$ cat src/bscr_defs.svh
// Register offsets, field positions, reset values and the clock frequency for the board
// status and control register bank. Definitions only; included by bare name.
`ifndef BSCR_DEFS_SVH
`define BSCR_DEFS_SVH

`define BSCR_OFF_IDENT       3'h0
`define BSCR_OFF_JUMPER      3'h1
`define BSCR_OFF_SLOT        3'h2
`define BSCR_OFF_RESET       3'h3
`define BSCR_OFF_TEMP        3'h4
`define BSCR_OFF_MISC        3'h5

`define BSCR_RST_IN_EN_BIT   4
`define BSCR_LRST_EN_BIT     5
`define BSCR_RESV6_BIT       6
`define BSCR_OT_RELEASE_BIT  7
`define BSCR_LED_BIT         1
`define BSCR_TEMP_LOG_BIT    3
`define BSCR_TEMP_CRIT_BIT   7

`define BSCR_REV_ENGINEERING 4'hF
`define BSCR_REV_RECOVERY    4'h0

`define BSCR_CTRL_RESET      8'h00
`define BSCR_UNMAPPED_READ   8'h00

`define BSCR_CLK_HZ          10000000

`endif

$ cat src/bscr_pkg.sv
// Types shared by the board status and control register bank.
// Assumes the constants header is included where offsets are needed.
package bscr_pkg;

   typedef logic [7:0] bscr_byte_t;

   typedef enum logic [1:0] {
      BSCR_OT_IDLE    = 2'h0,
      BSCR_OT_HOLD    = 2'h1,
      BSCR_OT_RELEASE = 2'h3
   } bscr_ot_e;

endpackage : bscr_pkg

$ cat src/bscr_regs.sv
// Board status and control register bank: six byte-wide registers at 0x00..0x05.
// Assumes a single 10 MHz clock, a synchronous board reset and a separate
// synchronous backplane power-up reset; pin inputs may be asynchronous and pass a SYNC_STAGES synchroniser.
//
// Overview of operation
// - Identification low nibble returns logic revision.
// - Identification high nibble returns fixed family code.
// - Jumper bit 0 shows user jumper fitted.
// - Jumper bit 1 shows boot from firmware.
// - Jumper bit 2 shows flash write enabled.
// - Jumper bit 3 zero: shutdown forces reset.
// - Jumper bits 4-7 show segment speed straps.
// - Slot bits 0-5 show geographic address lines.
// - Slot bits 6 and 7 read zero.
// - Reset bits 0-3 are read-only status.
// - Backplane reset needs bit 4 and jumper.
// - Bit 5 gates bridge local reset output.
// - Bit 7 selects overtemp reset auto release.
// - Temperature bits 0-2 show live overtemp.
// - Temperature bit 3 logs overtemp until powercycle.
// - Temperature bits 4-6 show warning state.
// - Bit 7 sets critical, holds above warning.
// - Flash ready bits read one when idle.
// - Misc bit 1 drives LED, cleared on reset.
// - Misc bit 3 shows address bus joined.
// - Patch jumpers read zero fitted; spare one.
// - Registers accessed as single bytes by host.
`timescale 1ns/10ps
`include "bscr_defs.svh"

module bscr_regs #(
   parameter logic [3:0] REVISION    = 4'h1,
   parameter logic [3:0] FAMILY_CODE = 4'h9,  // Arbitrary value.
   parameter int         SYNC_STAGES = 2
) (
   input  wire logic       clk,
   input  wire logic       rst_n,
   input  wire logic       bp_powerup_rst_n,
   // Host byte access port.
   input  wire logic       host_sel,
   input  wire logic       host_wr,
   input  wire logic [2:0] host_addr,
   input  wire logic [7:0] host_wdata,
   output logic      [7:0] host_rdata,
   output logic            host_ack,
   // Straps and jumpers, high when fitted unless noted.
   input  wire logic       user_jumper,
   input  wire logic       boot_select_jumper,
   input  wire logic       flash_write_enable_jumper,
   input  wire logic       shutdown_override_jumper,
   input  wire logic [3:0] local_bus_seg_66en,
   input  wire logic [5:0] geo_addr_grounded,
   input  wire logic       system_controller_jumper,
   input  wire logic       reset_out_jumper,
   input  wire logic       reset_in_jumper,
   input  wire logic       bridge_is_sys_ctrl,
   input  wire logic [2:0] overtemp_sense,
   input  wire logic [2:0] warning_sense,
   input  wire logic       boot_firmware_flash_ready,
   input  wire logic       user_flash_ready,
   input  wire logic       mux_select_jumper,
   input  wire logic [2:0] patch_jumper_fitted,
   input  wire logic       spare_jumper,
   input  wire logic       backplane_reset_in,
   input  wire logic       bridge_local_reset,
   output logic            board_reset_req,
   output logic            overtemp_reset,
   output logic            muxed_address_joined,
   output logic            system_led
);

   // ---------------------------------------------------------------
   // Elaboration checks
   // ---------------------------------------------------------------
   localparam int NIN = 33;

   if (SYNC_STAGES < 2) begin : g_bad_sync_stages
      $error("SYNC_STAGES must be at least 2.");
   end

   // ---------------------------------------------------------------
   // State
   // ---------------------------------------------------------------
   // The power-cycle domain (log bit, reset routing) is kept apart from the
   // board reset so that a front-panel reset leaves it untouched.
   typedef struct packed {
      logic [SYNC_STAGES*NIN-1:0] sync;
      bscr_pkg::bscr_byte_t       rdata;
      logic                       ack;
      logic                       led;
      logic                       crit;
      bscr_pkg::bscr_ot_e         ot;
      logic                       board_rst;
      logic                       ot_rst;
      logic                       mux_joined;
   } bscr_board_s;

   typedef struct packed {
      logic rst_in_en;
      logic lrst_en;
      logic resv6;
      logic ot_release;
      logic temp_log;
   } bscr_power_s;

   bscr_board_s r;
   bscr_board_s next_r;
   bscr_power_s p;
   bscr_power_s next_p;

   logic [NIN-1:0] raw_in;
   logic [NIN-1:0] s;
   logic [7:0]     reg_jumper;
   logic [7:0]     reg_slot;
   logic [7:0]     reg_reset;
   logic [7:0]     reg_temp;
   logic [7:0]     reg_misc;
   logic           wr_reset;

   // ---------------------------------------------------------------
   // Input synchroniser
   // ---------------------------------------------------------------
   assign raw_in = {backplane_reset_in, bridge_local_reset, spare_jumper,
                    patch_jumper_fitted, mux_select_jumper, user_flash_ready,
                    boot_firmware_flash_ready, warning_sense, overtemp_sense,
                    bridge_is_sys_ctrl, reset_in_jumper, reset_out_jumper,
                    system_controller_jumper, geo_addr_grounded,
                    local_bus_seg_66en, shutdown_override_jumper,
                    flash_write_enable_jumper, boot_select_jumper, user_jumper};

   // Only the last stage is ever looked at.
   assign s = r.sync[SYNC_STAGES*NIN-1 -: NIN];

   // ---------------------------------------------------------------
   // Read views
   // ---------------------------------------------------------------
   assign reg_jumper = {s[7:4], s[3], s[2], s[1], s[0]};
   assign reg_slot   = {2'h0, s[13:8]};
   assign reg_reset  = {p.ot_release, p.resv6, p.lrst_en, p.rst_in_en,
                        s[17], s[16], s[15], s[14]};
   assign reg_temp   = {r.crit, s[23:21], p.temp_log, s[20:18]};
   assign reg_misc   = {s[30], ~s[29:27], s[26] ? 1'b0 : 1'b1, s[25],
                        r.led, s[24]};

   assign wr_reset = host_sel && host_wr && (host_addr == `BSCR_OFF_RESET);

   // ---------------------------------------------------------------
   // Board-reset domain
   // ---------------------------------------------------------------
   always_comb begin
      next_r = r;
      next_r.sync = {r.sync[SYNC_STAGES*NIN-NIN-1:0], raw_in};
      next_r.ack  = host_sel;
      if (host_sel && !host_wr) begin
         case (host_addr)
            `BSCR_OFF_IDENT:  next_r.rdata = {FAMILY_CODE, REVISION};
            `BSCR_OFF_JUMPER: next_r.rdata = reg_jumper;
            `BSCR_OFF_SLOT:   next_r.rdata = reg_slot;
            `BSCR_OFF_RESET:  next_r.rdata = reg_reset;
            `BSCR_OFF_TEMP:   next_r.rdata = reg_temp;
            `BSCR_OFF_MISC:   next_r.rdata = reg_misc;
            default:          next_r.rdata = `BSCR_UNMAPPED_READ;
         endcase
      end
      if (host_sel && host_wr && host_addr == `BSCR_OFF_MISC) begin
         next_r.led = host_wdata[`BSCR_LED_BIT];
      end
      // Critical flag: set on any live overtemp, held while any warning stands.
      if (|s[20:18]) begin
         next_r.crit = 1'b1;
      end else if (~|s[23:21]) begin
         next_r.crit = 1'b0;
      end
      // Overtemp reset: hold, or release after the condition clears.
      case (r.ot)
         bscr_pkg::BSCR_OT_IDLE: begin
            if (|s[20:18]) begin
               next_r.ot = bscr_pkg::BSCR_OT_HOLD;
            end
         end
         bscr_pkg::BSCR_OT_HOLD: begin
            if (p.ot_release && ~|s[20:18]) begin
               next_r.ot = bscr_pkg::BSCR_OT_RELEASE;
            end
         end
         bscr_pkg::BSCR_OT_RELEASE: begin
            next_r.ot = bscr_pkg::BSCR_OT_IDLE;
         end
         default: begin
            next_r.ot = bscr_pkg::BSCR_OT_IDLE;
         end
      endcase
      next_r.ot_rst = (next_r.ot == bscr_pkg::BSCR_OT_HOLD);
      // Reset routing; a shutdown reset is suppressed by the override jumper.
      next_r.board_rst = (s[32] && p.rst_in_en && s[16])
                       || (s[31] && p.lrst_en)
                       || (next_r.ot_rst && !s[3]);
      next_r.mux_joined = s[26] ? 1'b0 : 1'b1;
   end

   always_ff @(posedge clk) begin
      if (!rst_n) begin
         r <= '0;
      end else begin
         r <= next_r;
      end
   end

   // ---------------------------------------------------------------
   // Power-cycle domain
   // ---------------------------------------------------------------
   // Power-up reset wins over set: the log only clears on backplane power-up.
   always_comb begin
      next_p = p;
      if (wr_reset) begin
         next_p.rst_in_en  = host_wdata[`BSCR_RST_IN_EN_BIT];
         next_p.lrst_en    = host_wdata[`BSCR_LRST_EN_BIT];
         next_p.resv6      = host_wdata[`BSCR_RESV6_BIT];
         next_p.ot_release = host_wdata[`BSCR_OT_RELEASE_BIT];
      end
      if (|s[20:18]) begin
         next_p.temp_log = 1'b1;
      end
   end

   always_ff @(posedge clk) begin
      if (!bp_powerup_rst_n) begin
         p <= '0;
      end else begin
         p <= next_p;
      end
   end

   // ---------------------------------------------------------------
   // Outputs
   // ---------------------------------------------------------------
   assign host_rdata           = r.rdata;
   assign host_ack             = r.ack;
   assign board_reset_req      = r.board_rst;
   assign overtemp_reset       = r.ot_rst;
   assign muxed_address_joined = r.mux_joined;
   assign system_led           = r.led;

endmodule : bscr_regs

$ cat config.mk
export PLATFORM = sky130hd
export DESIGN_NAME = bscr_regs
export DESIGN_NICKNAME = d
export VERILOG_FILES = /design/src/bscr_pkg.sv /design/src/bscr_regs.sv
export VERILOG_INCLUDE_DIRS = /design/src
export SDC_FILE = /design/constraint.sdc
export NUM_CORES = 1
export LEC_CHECK = 0
export ABC_AREA = 1
export BUFFER_PORTS_ARGS = -buffer_cell sky130_fd_sc_hd__buf_2
export CORE_MARGIN = 3
export CORE_UTILIZATION = 43
export CTS_BUF_LIST = sky130_fd_sc_hd__clkbuf_8 sky130_fd_sc_hd__clkbuf_16
export DETAILED_ROUTE_END_ITERATION = 10
export PLACE_DENSITY_LB_ADDON = 0.05
export SLEW_MARGIN = 20
export SYNTH_ARGS = -nofsm -noshare
export SYNTH_HDL_FRONTEND = slang
export SYNTH_SLANG_ARGS = --single-unit
$ cat constraint.sdc
create_clock -name clk -period 1.51 [get_ports clk]
set_clock_uncertainty 0.1 [all_clocks]
set_input_delay 0.151 -clock clk [delete_from_list [all_inputs] [get_ports clk]]
set_output_delay 0.151 -clock clk [all_outputs]
set_load 0.1 [all_outputs]
# Word-level counts from Yosys, hierarchy flattened
# Cells that the tools add are included.
totals:
  output_inout_bits: 13
  ff_bits: 87
  inputBits: 49
  mem_bits_rw: 0
  rom_bits: 0
  latch_bits: 0
  memories: 0
classes:
  order_cmp: 0
  n_shift: 0
  n_div: 0
  eq_ne: 8
  reduce_logical: 18
  n_addsub: 0
  n_mux: 7
  bitwise: 1
  multipliers: 0
op_table:
  columns: ["cell", "n"]
  rows:
  - ["8-bit case mux with 6 select lines", 1]
  - ["1-bit logical AND", 9]
  - ["3-bit by 2-bit equality test with 1-bit output (second input constant)", 2]
  - ["3-bit equality test (second input constant)", 2]
  - ["3-bit OR reduction", 2]
  - ["2-bit by 1-bit equality test with 1-bit output (second input constant)", 2]
  - ["2-bit two-way mux", 2]
  - ["2-bit case mux with 2 select lines", 1]
  - ["3-bit by 1-bit equality test with 1-bit output (second input constant)", 1]
  - ["1-bit logical NOT", 3]
  - ["3-bit logical NOT", 1]
  - ["1-bit two-way mux", 3]
  - ["3-bit NOT", 1]
  - ["2-bit logical NOT", 1]
  - ["1-bit logical OR", 2]
  - ["2-bit != test (second input constant)", 1]

# Logic depth before layout (Yosys ltp)
logic_depth:
  word_depth: 8
  depth_mapped: 8
  mapped_depth_nobuf: 7

# Worst setup path before layout
# OpenSTA, ideal clock, no wires.
synth_path:
  path_kind: "reg-to-reg"
  startpoint: "register r, in the netlist system_led"
  endpoint: "register r, in the netlist host_rdata[1]"
  setup_slack_ns: -0.115
  n_path_buf: 0
  t_arrival_ns: 1.459
  stages_incl_launch_ff: 7
  path_cell_list: "dfxtp_1 > nand4_1 > nand2_1 > inv_1 > nand3_1 > nand2_1 > a21oi_2"
synth_via:
  elab_chain_len: 1
synth_lines:
  columns: ["element", "line_no", "text"]
  rows:
  - ["start: declaration", "bscr_regs.sv:106", "bscr_board_s r;"]
  - ["start signal: assignment", "bscr_regs.sv:205", "r <= next_r;"]
  - ["8-bit case mux with 6 select lines", "bscr_regs.sv:155", "case (host_addr)"]
# No other way between the ends.
# A chain may end at the register's enable or synchronous reset.

# Final worst setup path
layout_path:
  startpoint: "register r, in the netlist system_led"
  endpoint: "output system_led"
layout_rtl:
  columns: ["element", "line_no", "text"]
  rows:
  - ["end: declaration", "bscr_regs.sv:69", "output logic system_led"]
# No word-level cell between the ends.

==> out/results.ini <==
[run_status]
outcome = finished clean

[worst_setup_path]
cp.arrival_ns = 1.10
critPathBufInv = 1
path_max_fanout = 3
slowest_delay_ns = 0.43
crit_start = system_led$_SDFFE_PN0P_
critPathTopFamily = buffers and inverters
setup.worst_path.class = flip-flop to output pin
path_depth = 1
cp_cell_sequence = buf_2
reg2reg_depth = 6
critPathRequiredTime_ns = 1.26
reg2reg_slack_ns = 0.29
cp-end-kind = output pin
crit_path_start_kind = flip-flop
rr_startpoint = r[68]$_SDFF_PN0_
crit_path_end = system_led
slowest_stage = buf_2
r2r_end = board_reset_req$_SDFF_PN0_

[final_layout]
final_cell_mix = nand2_1, inv_1, dfxtp_1
final_layout_size_suffix_gt1_share_pct = 19.1
area_growth_pct = 29.3
final_cells = 584
post-route-cell-area_mm2 = 0.00399
layout_commonest_cell = nand2_1
nNetsFinal = 532
diodes = 0
final.fill_count = 642

[global_routing]
antenna_found_initial = 0
grt_use_total_pct = 16.1
grt_max_degree = 59
grt_pass1_vias = 2326
grt_pass1_wl_um = 10500
overflow = 0

[placement]
place_ws_ns = 0.135
placed_cells = 528
dpl_cell_area_mm2 = 0.00341
place_hpwl_um = 3950
portBuffers = 58
gp_congestion = 0.834

[synthesis]
synth_edf_count = 0
syn-cell-area_mm2 = 0.00308
ys.flop_type = dfxtp_1
synthArstFlopShare_pct = 0
syn_inst = 390
syn_nets = 439
avgSynthCellArea_um2 = 7.91
synth_seq_cells = 87
seq_area_frac_synth_pct = 56.5
yosysWarnings = 0
synth.distinct_cells = 24

[sta]
drv_slew = 0
rsz0062_at_grt = no
hold_viol_final = 0
relSlewSlack_pct = 62.4
fmax_mhz = 738
finalCritPeriodShare_pct = 89.8
finalSetupTns_ns = 0
min_period_ns = 1.36
fin_ws_ns = 0.155
worstMarginPinSlew_ns = 0.564
setup_viol = 0

[pwr]
finalPower_uw = 4310
pwr-share-comb_pct = 11.0
p_switching_uw = 1050
power.leakage_uw = 0.00222
pwr-share-clk_pct = 32.5
p_sw_share_pct = 24.4
vdd_drop_max_mv = 0.522
cellPowerDensity_mw_per_mm2 = 1080
p_int_uw = 3260
p_seq_share_pct = 56.4

[clocking]
cts_tree = built
clk_latency_ns = 0.34
cts.clk_slew.worst_paths_ns = 0.08
clock_path_buffers = 2
cts-htree-levels = 3
post-cts-setup-buffers = 0
clockRootBuffer = clkbuf_8
cts_sinks = 87
numCtsBuffers = 9

[floorplanning]
initial_core_util_pct = 44.9
core_area_mm2 = 0.00687
die_height_um = 90.7
die_area_mm2 = 0.00822
ioPinCount = 62
rows = 30
die-width_um = 90.7

[drt]
drt_iter0_drc = 133
ant_nets = 0
vias = 2427
drc = 0
vias_per_cell = 4.16
finalWirelength_um = 5960
wl_per_cell_um = 10.2
dr.pass1.iters = 4

[flow_run]
drv_cap = 0

[hold_path]
hp-class = input port to flip-flop

[state kept, by name (all words and copies together) (netlist names)]
| signal | cells |
|---|---|
| host_ack | 1 |
| r | 36 |
| overtemp_reset | 1 |
| next_r | 33 |
| board_reset_req | 1 |
| p | 5 |
| host_rdata | 8 |
| system_led | 1 |
| muxed_address_joined | 1 |
[routing by layer]
layer,GRT usage (%),wire [um],up-vias
met5,0,0,-
met4,7.91,124,0
met3,3.42,273,11
met2,26.1,2680,52
met1,20.4,2880,1034
li1,-,-,1330
[per-stage QoR]
stage               utilization (%)  hold WS (ns)
detailed placement             49.6         0.233
global route                   58.0        0.0466
CTS                            58.0        0.0301
finish                         58.0        0.0482
floorplan                         -         0.144
global placement               49.6         0.230
[cells in the mapped netlist, types with 5 or more instances]
cell type / instances / share of area [%]
dfxtp_1: 87 / 56
nor3_1: 5 / 0.81
o21ai_0: 5 / 0.81
a21oi_1: 5 / 0.81
nor2_1: 32 / 3.9
nand2_1: 97 / 12
buf_4: 10 / 2.4
inv_1: 87 / 11
nand3_1: 15 / 2.4
nand4_1: 12 / 2.4
a21oi_2: 6 / 1.7
[kinds of logic (layout without fill, tap and decap cells)]
| kind of cell | count (synthesis) | count (layout) | synth area share, % |
|---|---|---|---|
| simple gates | 166 | 166 | 23.0 |
| buf+inv | 113 | 211 | 15.6 |
| flops | 87 | 87 | 56.5 |
| compound gates | 24 | 24 | 4.91 |
[worst min-delay path, stage by stage]
cell and delay [ns]:
buf_2 0.18, nand2_1 0.08, inv_1 0.03
[power groups by stage]
stage	Sequential (uW)	Combinational (uW)	Clock [uW]
2_1_floorplan	2540	225	0
3_3_place_gp	2490	392	0
3_5_place_dp	2490	396	0
4_1_cts	2430	474	1450
5_1_grt	2440	531	1560
6_report	2430	475	1400
[layout make-up]
| type | count | area [um^2] | share of cell area, % |
|---|---|---|---|
| clock buffers | 11 | 151 | 3.80 |
| clock inverters | 5 | 25.0 | 0.628 |
| inverters | 92 | 345 | 8.67 |
| multi-input cells | 190 | 860 | 21.6 |
| flip-flops and latches | 87 | 1740 | 43.7 |
| well taps | 96 | 120 | 3.01 |
| repair buffers | 103 | 741 | 18.6 |
[repair_timing]
item | in CTS | in global routing
hold buffers | 40 | 0
endpoints found under the hold margin | 40 | 0
gates resized for setup | 0 | 1
setup endpoints to repair | 0 | 1
[how the worst min path moves through the flow]
stage | start | end | slack [ns] | cells past startpoint
floorplan | host_sel | host_ack$_SDFF_PN0_ | 0.14 | 2
CTS | rst_n | r[52]$_SDFF_PN0_ | 0.03 | 3
finish | rst_n | next_r[55]$_SDFF_PN0_ | 0.05 | 3
detailed placement | spare_jumper | next_r[79]$_SDFF_PN0_ | 0.23 | 3
global route | rst_n | next_r[55]$_SDFF_PN0_ | 0.05 | 3
global placement | spare_jumper | next_r[79]$_SDFF_PN0_ | 0.23 | 3
Power figures use the tool's default switching activity.
